File: src/common/vamc_pkg.sv
// constants and types for the voice activity and mute control block
// assumes one 100 MHz clock and a frame strobe already in that domain
package vamc_pkg;
    localparam int     SAMPLE_W      = 8;
    localparam int     VAC_ENABLE    = 7;
    localparam int     VAC_THR_HI    = 6;
    localparam int     VAC_THR_LO    = 5;
    localparam int     VAC_FORCE_RX  = 3;
    localparam int     VAC_NOISE_HI  = 2;
    localparam int     VAC_NOISE_LO  = 0;
    localparam int     STATUS_VOICE  = 7;
    localparam int     SLOT_MUTE_HI  = 2;
    localparam int     SLOT_MUTE_LO  = 0;
    localparam logic [7:0] VAC_RESET  = 8'h00;
    localparam logic [7:0] SLOT_RESET = 8'h00;
    // energy thresholds per two-bit select, on sample magnitude
    localparam logic [6:0] THR0 = 7'h08;
    localparam logic [6:0] THR1 = 7'h10;
    localparam logic [6:0] THR2 = 7'h20;
    localparam logic [6:0] THR3 = 7'h40;
    localparam logic [15:0] LFSR_SEED = 16'hACE1;
    localparam logic [7:0]  SILENCE   = 8'h00;
    typedef enum logic {VAMC_NORMAL, VAMC_EXPAND} vamc_mode_t;
endpackage

File: src/vamc_noise.sv
// background noise source scaled by a three-bit amplitude
// assumes a one-cycle frame strobe on the same clock
`timescale 1ns/10ps
`default_nettype none
module vamc_noise (
    input  wire logic       clk,
    input  wire logic       rst,
    input  wire logic       step,
    input  wire logic [2:0] amp,
    output logic      [7:0] noise
);
    import vamc_pkg::*;
    typedef struct packed {
        logic [15:0] lfsr;
        logic [7:0]  noise;
    } vamc_nz_t;
    vamc_nz_t s_r;
    vamc_nz_t s_nxt;
    logic     [7:0] raw;

    always_comb begin
        s_nxt = s_r;
        raw   = s_r.lfsr[7:0] >> (3'd7 - amp);
        if (step) begin
            s_nxt.lfsr  = {s_r.lfsr[14:0],
                           s_r.lfsr[15] ^ s_r.lfsr[13] ^ s_r.lfsr[12] ^ s_r.lfsr[10]};
            // centre around zero: sign from a separate lfsr bit
            s_nxt.noise = s_r.lfsr[8] ? 8'(~raw + 8'd1) : raw;
        end
    end

    always_ff @(posedge clk) begin
        if (rst) begin
            s_r <= '{lfsr: LFSR_SEED, noise: SILENCE};
        end else begin
            s_r <= s_nxt;
        end
    end

    assign noise = s_r.noise;
endmodule // vamc_noise
`default_nettype wire

File: src/vamc_top.sv
// voice activity detection, receive voice gating and mute level select
// assumes samples arrive already deserialised, one per frame strobe, in clk domain
`timescale 1ns/10ps
`default_nettype none
module vamc_top (
    // clock and reset
    input  wire logic       CLK,
    input  wire logic       RST,
    // frame timing and samples
    input  wire logic       FRAME_STB,
    input  wire logic [7:0] EC_TX_SERIAL_IN,
    input  wire logic [7:0] EC_RX_SERIAL_IN,
    // control
    input  wire logic [7:0] VOICE_ACTIVITY_CTRL_REG,
    input  wire logic [7:0] MUTE_SLOT_CTRL_REG,
    input  wire logic       RX_VOICE_PRESENT_IN,
    input  wire logic       MUTE_EN,
    input  wire logic       MUTE_LEVEL_SEL0,
    input  wire logic       MUTE_LEVEL_SEL1,
    input  wire logic       MUTE_LEVEL_SEL2,
    input  wire logic       MODE_SELECT_STRAP,
    input  wire logic       TEST_IN_A,
    input  wire logic       TEST_IN_B,
    input  wire logic       TEST_IN_C,
    // results
    output logic            TX_VOICE_DETECT,
    output logic      [7:0] TONE_VOICE_STATUS_REG,
    output logic      [7:0] EC_RX_OUT,
    output logic      [2:0] RX_MUTE_LEVEL,
    output logic            MODE_EXPAND
);
    import vamc_pkg::*;

    // ************************************************************
    // state
    // ************************************************************
    typedef struct packed {
        logic       voice;
        logic [7:0] rx_out;
        logic [2:0] mute;
        vamc_mode_t mode;
        logic       strap_seen;
    } vamc_st_t;
    vamc_st_t s_r;
    vamc_st_t s_nxt;

    logic [7:0] noise;
    logic [6:0] mag;
    logic [6:0] thr;
    logic       vox_on;
    logic       rx_voice;
    logic       tests_idle;

    vamc_noise u_noise (
        .clk   (CLK),
        .rst   (RST),
        .step  (FRAME_STB),
        .amp   (VOICE_ACTIVITY_CTRL_REG[VAC_NOISE_HI:VAC_NOISE_LO]),
        .noise (noise)
    );

    // ************************************************************
    // next state
    // ************************************************************
    always_comb begin
        s_nxt      = s_r;
        // test pins are expected low; any test pin high forces the voice result low
        tests_idle = ~(TEST_IN_A | TEST_IN_B | TEST_IN_C);
        vox_on     = VOICE_ACTIVITY_CTRL_REG[VAC_ENABLE];
        // sign-magnitude level of the transmit sample
        mag        = EC_TX_SERIAL_IN[6:0];
        case (VOICE_ACTIVITY_CTRL_REG[VAC_THR_HI:VAC_THR_LO])
            2'd0:    thr = THR0;
            2'd1:    thr = THR1;
            2'd2:    thr = THR2;
            default: thr = THR3;
        endcase
        rx_voice = RX_VOICE_PRESENT_IN | VOICE_ACTIVITY_CTRL_REG[VAC_FORCE_RX];
        if (FRAME_STB) begin
            // one update per frame keeps pin and status bit in step
            s_nxt.voice = vox_on && tests_idle && (mag >= thr);
            if (!vox_on || rx_voice) begin
                s_nxt.rx_out = EC_RX_SERIAL_IN;
            end else begin
                s_nxt.rx_out = noise;
            end
        end
        if (MUTE_EN) begin
            s_nxt.mute = {MUTE_LEVEL_SEL2, MUTE_LEVEL_SEL1, MUTE_LEVEL_SEL0}
                       | MUTE_SLOT_CTRL_REG[SLOT_MUTE_HI:SLOT_MUTE_LO];
        end else begin
            s_nxt.mute = 3'd0;
        end
        // strap caught once after reset release, never under reset
        if (!s_r.strap_seen) begin
            s_nxt.mode       = MODE_SELECT_STRAP ? VAMC_EXPAND : VAMC_NORMAL;
            s_nxt.strap_seen = 1'b1;
        end
    end

    always_ff @(posedge CLK) begin
        if (RST) begin
            s_r <= '{voice: 1'b0, rx_out: SILENCE, mute: 3'd0,
                     mode: VAMC_NORMAL, strap_seen: 1'b0};
        end else begin
            s_r <= s_nxt;
        end
    end

    // ************************************************************
    // outputs
    // ************************************************************
    assign TX_VOICE_DETECT       = s_r.voice;
    assign TONE_VOICE_STATUS_REG = {s_r.voice, 7'd0};
    assign EC_RX_OUT             = s_r.rx_out;
    assign RX_MUTE_LEVEL         = s_r.mute;
    assign MODE_EXPAND           = (s_r.mode == VAMC_EXPAND);
endmodule // vamc_top
`default_nettype wire

File: config.mk
export PLATFORM = sky130hd
export DESIGN_NAME = vamc_top
export DESIGN_NICKNAME = d
export VERILOG_FILES = /design/src/common/vamc_pkg.sv /design/src/vamc_noise.sv /design/src/vamc_top.sv
export SDC_FILE = /design/constraint.sdc
export NUM_CORES = 1
export LEC_CHECK = 0
export BUFFER_PORTS_ARGS = -buffer_cell sky130_fd_sc_hd__buf_2
export CORE_MARGIN = 2
export CORE_UTILIZATION = 35
export DETAILED_ROUTE_END_ITERATION = 8
export PLACE_DENSITY = 0.64
export REMOVE_ABC_BUFFERS = 1
export SYNTH_ARGS = -nofsm -noshare
export SYNTH_HDL_FRONTEND = slang
export SYNTH_HIERARCHICAL = 1
export SYNTH_SLANG_ARGS = --single-unit
File: constraint.sdc
create_clock -name CLK -period 5.1 [get_ports CLK]
set_input_delay 1.02 -clock CLK [delete_from_list [all_inputs] [get_ports CLK]]
set_output_delay 1.02 -clock CLK [all_outputs]
set_load 0.01 [all_outputs]
After elaboration in Yosys (flattened, before gate mapping)
Cells that the tools add are included.
{"block": "totals", "mem_bits_ro": 0, "wordCells": 33, "output_inout_bits": 21, "n_memories": 0, "register_bits": 38, "mem_bits_rw": 0, "latchBits": 0, "inputBits": 44}
{"block": "op_classes", "n_div": 0, "n_mul": 0, "addsub": 2, "shift": 1, "n_reduce_logical": 6, "magnitude_cmp": 1, "bitwise_logic": 10, "eq_ne": 2, "n_mux": 4}
{"operator": "$pmux 7 s3", "count": 1}
{"operator": "$mux 8", "count": 2}
{"operator": "$add 8x1->8 const B", "count": 1}
{"operator": "$not 8->8", "count": 1}
{"operator": "$shr 8x3->8", "count": 1}
{"operator": "$ge 7x7->1", "count": 1}
{"operator": "$or 1x1->1", "count": 3}
{"operator": "$or 3x3->3", "count": 1}
{"operator": "$sub 3x3->3 const A", "count": 1}
{"operator": "$xor 1x1->1", "count": 3}
{"operator": "$eq 2x1->1 const B", "count": 1}
{"operator": "$eq 2x2->1 const B", "count": 1}
{"operator": "$logic_and 1x1->1", "count": 2}
{"operator": "$logic_not 2->1", "count": 1}
{"operator": "$not 1->1", "count": 2}
{"operator": "$reduce_or 2->1", "count": 1}
{"operator": "$logic_not 1->1", "count": 1}
{"operator": "$logic_or 1x1->1", "count": 1}
{"operator": "$mux 1", "count": 1}

Logic depth before layout (Yosys ltp)
Gate-level depths: netlist of run 1.
{"block": "depth", "depth_word": 5, "ltp_mapped": 9, "mapped_depth_nobuf": 7}

Modules after synthesis
Netlist of run 1, hierarchy kept.
{"module": "vamc_noise", "area_each_um2": 1467.7, "cells_each": 161, "seq_area_each_um2": 480.5, "n_inst": 1}
{"module": "vamc_top", "area_each_um2": 810.8, "cells_each": 100, "seq_area_each_um2": 280.3, "n_inst": 1}

Least setup slack after synthesis of run 1
No wires, ideal clock.
{"block": "synth_path", "kind": "input to register", "from": "in VOICE_ACTIVITY_CTRL_REG[0]", "to": "reg u_noise.s_r (netlist bit u_noise/noise[4])", "n_path_buf": 1, "stages": 8, "setup_time_ns": 0.086, "arrival_ns": 2.786, "t_required_ns": 5.014, "path_slack_ns": 2.229, "path_cell_list": "buf_6 > mux4_2 > mux2i_4 > ha_1 > inv_1 > o41ai_1 > xnor2_1 > a211oi_1"}
{"block": "synth_via", "elab_chain_cells": 5}
{"element": "from (decl)", "line_no": "vamc_top.sv:14", "source": "input wire logic [7:0] VOICE_ACTIVITY_CTRL_REG,"}
{"element": "$sub 3x3->3 (*)", "line_no": "vamc_noise.sv:23", "source": "raw = s_r.lfsr[7:0] >> (3'd7 - amp);"}
{"element": "$shr 8x3->8 (*)", "line_no": "vamc_noise.sv:23"}
{"element": "$not 8->8", "line_no": "vamc_noise.sv:28", "source": "s_nxt.noise = s_r.lfsr[8] ? 8'(~raw + 8'd1) : raw;"}
{"element": "$add 8x1->8", "line_no": "vamc_noise.sv:28"}
{"element": "$mux 8 (*)", "line_no": "vamc_noise.sv:28"}
{"element": "to (signal assigned)", "line_no": "vamc_noise.sv:34", "source": "s_r <= '{lfsr: LFSR_SEED, noise: SILENCE};"}
{"element": "to (signal assigned)", "line_no": "vamc_noise.sv:36", "source": "s_r <= s_nxt;"}
{"element": "to (decl)", "line_no": "vamc_noise.sv:17", "source": "vamc_nz_t s_r;"}
Mark *: on every way between the ends. The rest lies on a longest branch, timed or not.
A chain may end at the register's enable or synchronous reset.

Final worst setup path of run 1
Ends and elaborated chain as after synthesis.

==> summary.txt, run 1 <==
Timing
  – Slew Limit Fails: 0
  – RSZ-0062 raised after global routing: false
  – Worst Skew: 7.40 ps
  – Post-route clock period utilization: 57.7%
  – Setup TNS: 0 ps
  – Slew of the pin with the lowest slew margin: 674 ps
  – Final Hold Fails: 0
  – Minimum clock period: 2950 ps
  – Final setup fails: 0
  – Max transition margin: 55.1%
  – Max Freq: 0.340 GHz

Yosys
  – Post-synth top area share: 33.4%
  – Ys async rst share: 0%
  – Yosys warning count: 6
  – Synth Instances: 261
  – Synth top cells by count: dfxtp_1, nor2_1, nand2_1, buf_4, mux2i_1
  – Mapped cell area: 2280 sq um
  – Post-synth EDFFs: 0
  – Netlist cell types: 50
  – Synth Area per Inst: 8.73 sq um
  – Sequential area share after synthesis: 33.4%
  – Dominant cells by area after synthesis: dfxtp_1, buf_4, mux2i_1
  – FF+latch count, synth: 38
  – Top-count cell post-synth: dfxtp_1
  – Commonest register cell after synthesis: dfxtp_1
  – Library cell with the largest summed area after synthesis: dfxtp_1

Clocking
  – Clk_lat worst skew: 300 ps
  – Post CTS Setup Buffer Count: 0
  – Clock Pin Slew Worst Setup and Hold Paths: 80 ps
  – CTS buffer count: 5
  – Post_cts resized: 0
  – Clk sinks: 38
  – Hold buffers post-CTS: 0
  – Worst-case clock buffer depth: 2
  – CTS Root Cell: clkbuf_8
  – H-Tree Depth: 2
  – CTS tree: built

Drt
  – DR pass1 iterations: 5
  – Routed Antenna Nets: 0
  – Routed Wire Length: 4360 um
  – DR iter-0 viols: 58
  – Drt drc: 0
  – Avg Vias per Cell: 4.99
  – Post-DR wirelength/cell: 12.2 um
  – Via count: 1785

Placement
  – DP HPWL: 3010 um
  – Placed instance area: 2360 sq um
  – IO Port Bufs: 50
  – RePlAce Congestion: 0.798

Pwr
  – Pwr Total: 0.000773 W
  – Maximum vdd ir drop: 171 uV
  – P_leak: 1.08 nW
  – P per Cell Area: 310 nW/um^2

Floorplanning
  – Initial cell density of the core: 36.1%
  – Core region area: 6310 sq um
  – DIE WIDTH: 84.7 um
  – Die area: 7170 sq um
  – # rows: 29
  – Top-Level Pins: 65
  – Die H: 84.7 um

Final layout
  – Fin nets: 329
  – Layout cell share with drive strength beyond 1: 24.2%
  – Final Cell Area: 2490 sq um
  – N_diodes: 0
  – Syn-to-layout area delta: 9.45%
  – Filler cell count: 647

Setup path
  – WP data arrival: 3160 ps
  – CP max stage cell: mux4_2
  – Req. time, crit path: 5310 ps
  – Crit-path cells: buf_2 > mux4_2 > mux2i_4 > ha_1 > inv_1 > o41ai_1 > xnor2_1 > a211oi_1
  – CP Launch Type: input port
  – Crit Path Category: input port to flop
  – Critical Path End Type: flop
  – Slowest stage delay, CP: 610 ps
  – Largest delay share family, worst path: multiplexers
  – Worst Path Max Fanout: 14
  – Crit path buffers/inverters: 2

GRT
  – Pin count of the biggest net entering global routing: 46
  – Vias in the first global route: 1636
  – GRT overflow: 0
  – Initial antenna violation count: 0
  – First-pass GRT wire length: 7400 um
  – Tot GR Track Use: 12.6%

Run
  – Maxcap violations: 0

Outcome
  – Status: completed

Min path
  – Hold Path Class: flop to flop
-- cell type report --
class	instances	area (sq um)	share of cell area, %
multi-input combinational	179	1220	49.0
sequential	38	761	30.5
timing repair buffer	51	258	10.3
tap	77	96.3	3.86
clock buffer	5	68.8	2.76
clock inverter	3	68.8	2.76
inverter	5	18.8	0.753
-- layout by cell type (no fill, tap or decap), types with 3 or more instances in the layout --
cell type  Yosys  layout
a211oi_1       4       4
a311oi_1       9       9
ha_1           5       5
dfxtp_1       38      38
nor2_1        33      33
mux2i_1       16      16
a21oi_1        5       5
and2_1         7       7
a211o_1        8       8
xnor2_1        5       5
clkbuf_8       0       5
nand2_1       29      29
o21ai_0        3       3
nor2b_1        4       4
a31oi_1        4       4
nand2b_1       5       5
nand4b_1       3       3
conb_1         1       7
nor3_1         3       3
mux4_2         3       3
inv_1          5       5
buf_2          3      50
-- routing by layer --
| metal | track usage, % | wire length [um] | up-vias |
|---|---|---|---|
| met5 | 0 | 0 | - |
| met1 | 15.4 | 2020 | 825 |
| met3 | 3.74 | 195 | 7 |
| met2 | 20.8 | 2080 | 29 |
| li1 | - | - | 924 |
| met4 | 5.05 | 58 | 0 |
-- cell families after synthesis --
kind of cell	after synthesis	share of synthesized area [%]
XOR/XNOR	5	1.92
flip-flops	38	33.4
AND/OR/NAND/NOR	98	21.4
multiplexers	20	11.0
AO/OA/AOI/OAI	44	15.5
other	1	0.165
adder cells (fa/ha/maj)	5	2.75
buffers and inverters	50	13.9
-- power breakdown --
part	leakage, nW	total [W]	internal (W)	switching, W
clock	0.0683	0.000308	0.000196	0.000112
combinational	0.694	0.000132	0.0000617	0.0000700
sequential	0.315	0.000333	0.000318	0.0000150
-- stage by stage --
step / hold slack, ps / setup slack [ps] / instances / utilization (%)
after floorplan: 435 / 2360 / 222 / -
after global placement: 448 / 1900 / 350 / 37.3
after detailed placement: 453 / 1870 / 350 / 37.3
after CTS: 466 / 2150 / 358 / 39.5
after global routing: 504 / 1990 / 358 / 39.5
final: 466 / 2150 / 358 / 39.5
-- worst min-delay path: cells and delay by family (launching register included) --
family | cells | cell delay [ps]
AO/OA/AOI/OAI | 1 | 50
flip-flops | 1 | 310
AND/OR/NAND/NOR | 1 | 60
-- flip-flops by register name (all words and copies together) (netlist names) --
name / cells
u_noise/s_r: 16
EC_RX_OUT: 8
u_noise/noise: 8
RX_MUTE_LEVEL: 3
MODE_EXPAND: 1
TX_VOICE_DETECT: 1
s_r: 1
-- path summary, 6_finish.rpt --
path         depth (start not counted)                       start               end  slack (ps)
max                                  8  VOICE_ACTIVITY_CTRL_REG[0]  u_noise/noise[4]        2150
min                                  2             u_noise/s_r[17]   u_noise/s_r[17]         470
max reg2reg                          7             u_noise/s_r[14]  u_noise/noise[4]        2850
min reg2reg                          2             u_noise/s_r[17]   u_noise/s_r[17]         470
Note: power is estimated with default switching activity, not from simulation.
==> inputs of run 2 (changes only) <==
- clock period: 5.1 -> 2.8 ns (I/O delays scaled with it)
==> summary.txt, run 2 (synthesized netlist as in run 1, its figures left out) <==
Outcome
  – Status: completed

Setup path
  – Req. time, crit path: 3010 ps
  – R2R depth: 7
  – WP data arrival: 2520 ps
  – Crit path buffers/inverters: 3
  – Critical Path End Type: flop
  – Crit-path cells: buf_2 > buf_4 > mux2i_1 > mux4_2 > ha_1 > inv_1 > o41ai_1 > xnor2_1 > a211oi_1
  – Worst path depth: 9
  – Largest delay share family, worst path: multiplexers
  – Worst Path Max Fanout: 5
  – Slowest stage delay, CP: 420 ps
  – CP Launch Type: input port
  – CP max stage cell: o41ai_1
  – Crit Path Category: input port to flop

Clocking
  – H-Tree Depth: 2
  – Worst-case clock buffer depth: 2
  – Clock Pin Slew Worst Setup and Hold Paths: 80 ps
  – CTS Root Cell: clkbuf_8
  – Clk sinks: 38
  – CTS tree: built
  – CTS buffer count: 5
  – Hold buffers post-CTS: 0
  – Post CTS Setup Buffer Count: 0
  – Clk_lat worst skew: 300 ps
  – Post_cts resized: 0

Floorplanning
  – DIE WIDTH: 84.7 um
  – Die H: 84.7 um
  – Top-Level Pins: 65
  – # rows: 29
  – Initial cell density of the core: 36.1%
  – Core region area: 6310 sq um
  – Die area: 7170 sq um

Final layout
  – Filler cell count: 657
  – Layout cell share with drive strength beyond 1: 25.0%
  – Number of flip-flops in the largest register: 16
  – Register area: 761 sq um
  – Syn-to-layout area delta: 10.4%
  – N_diodes: 0
  – Commonest non-fill, non-tap cell in the layout: buf_2
  – Multi-input logic area: 1220 sq um
  – Fin nets: 332
  – Most flop-heavy register: u_noise/s_r
  – Most frequent cells in the layout: buf_2, dfxtp_1, nor2_1

Placement
  – RePlAce Congestion: 0.822
  – DP HPWL: 3160 um
  – Setup WS pre-CTS: 188 ps
  – IO Port Bufs: 50

Drt
  – DR iter-0 viols: 41
  – Avg Vias per Cell: 5.01
  – DR pass1 iterations: 4
  – Drt drc: 0
  – Post-DR wirelength/cell: 12.3 um
  – Routed Antenna Nets: 0
  – Via count: 1807
  – Routed Wire Length: 4420 um

Timing
  – Max transition margin: 54.6%
  – RSZ-0062 raised after global routing: false
  – Final Hold Fails: 0
  – Max Freq: 0.433 GHz
  – Slew Limit Fails: 0
  – Post-route clock period utilization: 82.4%
  – Minimum clock period: 2310 ps
  – Worst Skew: 7.93 ps
  – PnR worst setup slack: 492 ps
  – Setup TNS: 0 ps
  – Slew of the pin with the lowest slew margin: 681 ps
  – Final setup fails: 0
  – Hold WS: 463 ps

GRT
  – Tot GR Track Use: 12.9%
  – Vias in the first global route: 1660
  – First-pass GRT wire length: 7560 um
  – GRT overflow: 0
  – Pin count of the biggest net entering global routing: 45
  – Initial antenna violation count: 0

Pwr
  – Maximum vdd ir drop: 382 uV
  – Pwr Total: 0.00141 W
  – P per Cell Area: 562 nW/um^2
  – P_leak: 1.09 nW

Run
  – Maxcap violations: 0

Min path
  – Hold Path Class: input port to flop
  – Hold Path Cell Cnt: 3
## run 2: final cells by class
cell class	instances	share of cell area [%]
clock buffer	5	2.73
sequential	38	30.2
multi-input combinational	179	48.6
inverter	5	0.746
clock inverter	3	2.73
tap	77	3.83
timing repair buffer	54	11.1
## run 2: worst paths after layout
| path | from | to | slack [ps] |
|---|---|---|---|
| worst min-delay path | MUTE_LEVEL_SEL1 | RX_MUTE_LEVEL[1] | 460 |
| worst max-delay path | VOICE_ACTIVITY_CTRL_REG[0] | u_noise/noise[4] | 490 |
| worst min register to register | u_noise/noise[2] | u_noise/noise[2] | 460 |
| worst max register to register | u_noise/s_r[14] | u_noise/noise[4] | 550 |
## run 2: routing by layer
| layer | up-vias | share of wire [%] | track usage [%] |
|---|---|---|---|
| met1 | 841 | 45 | 15.9 |
| li1 | 932 | - | - |
| met3 | 5 | 4.7 | 4.03 |
| met4 | 0 | 1.5 | 4.33 |
| met5 | - | 0 | 0 |
| met2 | 29 | 48 | 21.5 |
## run 2: power breakdown
group / switching, W / internal [W]
Clock: 0.000207 / 0.000357
Combinational: 0.000128 / 0.000115
Sequential: 0.0000276 / 0.000579
Total: 0.000363 / 0.00105
## run 2: metrics by stage
stage | util (%) | cells | instance area, sq um
floorplan | - | 222 | 2000
global placement | 37.7 | 353 | 2380
detailed placement | 37.7 | 353 | 2380
CTS | 39.9 | 361 | 2520
global route | 39.9 | 361 | 2520
finish | 39.9 | 361 | 2520
## run 2: worst min-delay path: cells and delay by family
family	cells	cell delay, ps
buf+inv	1	70
simple gates	2	90
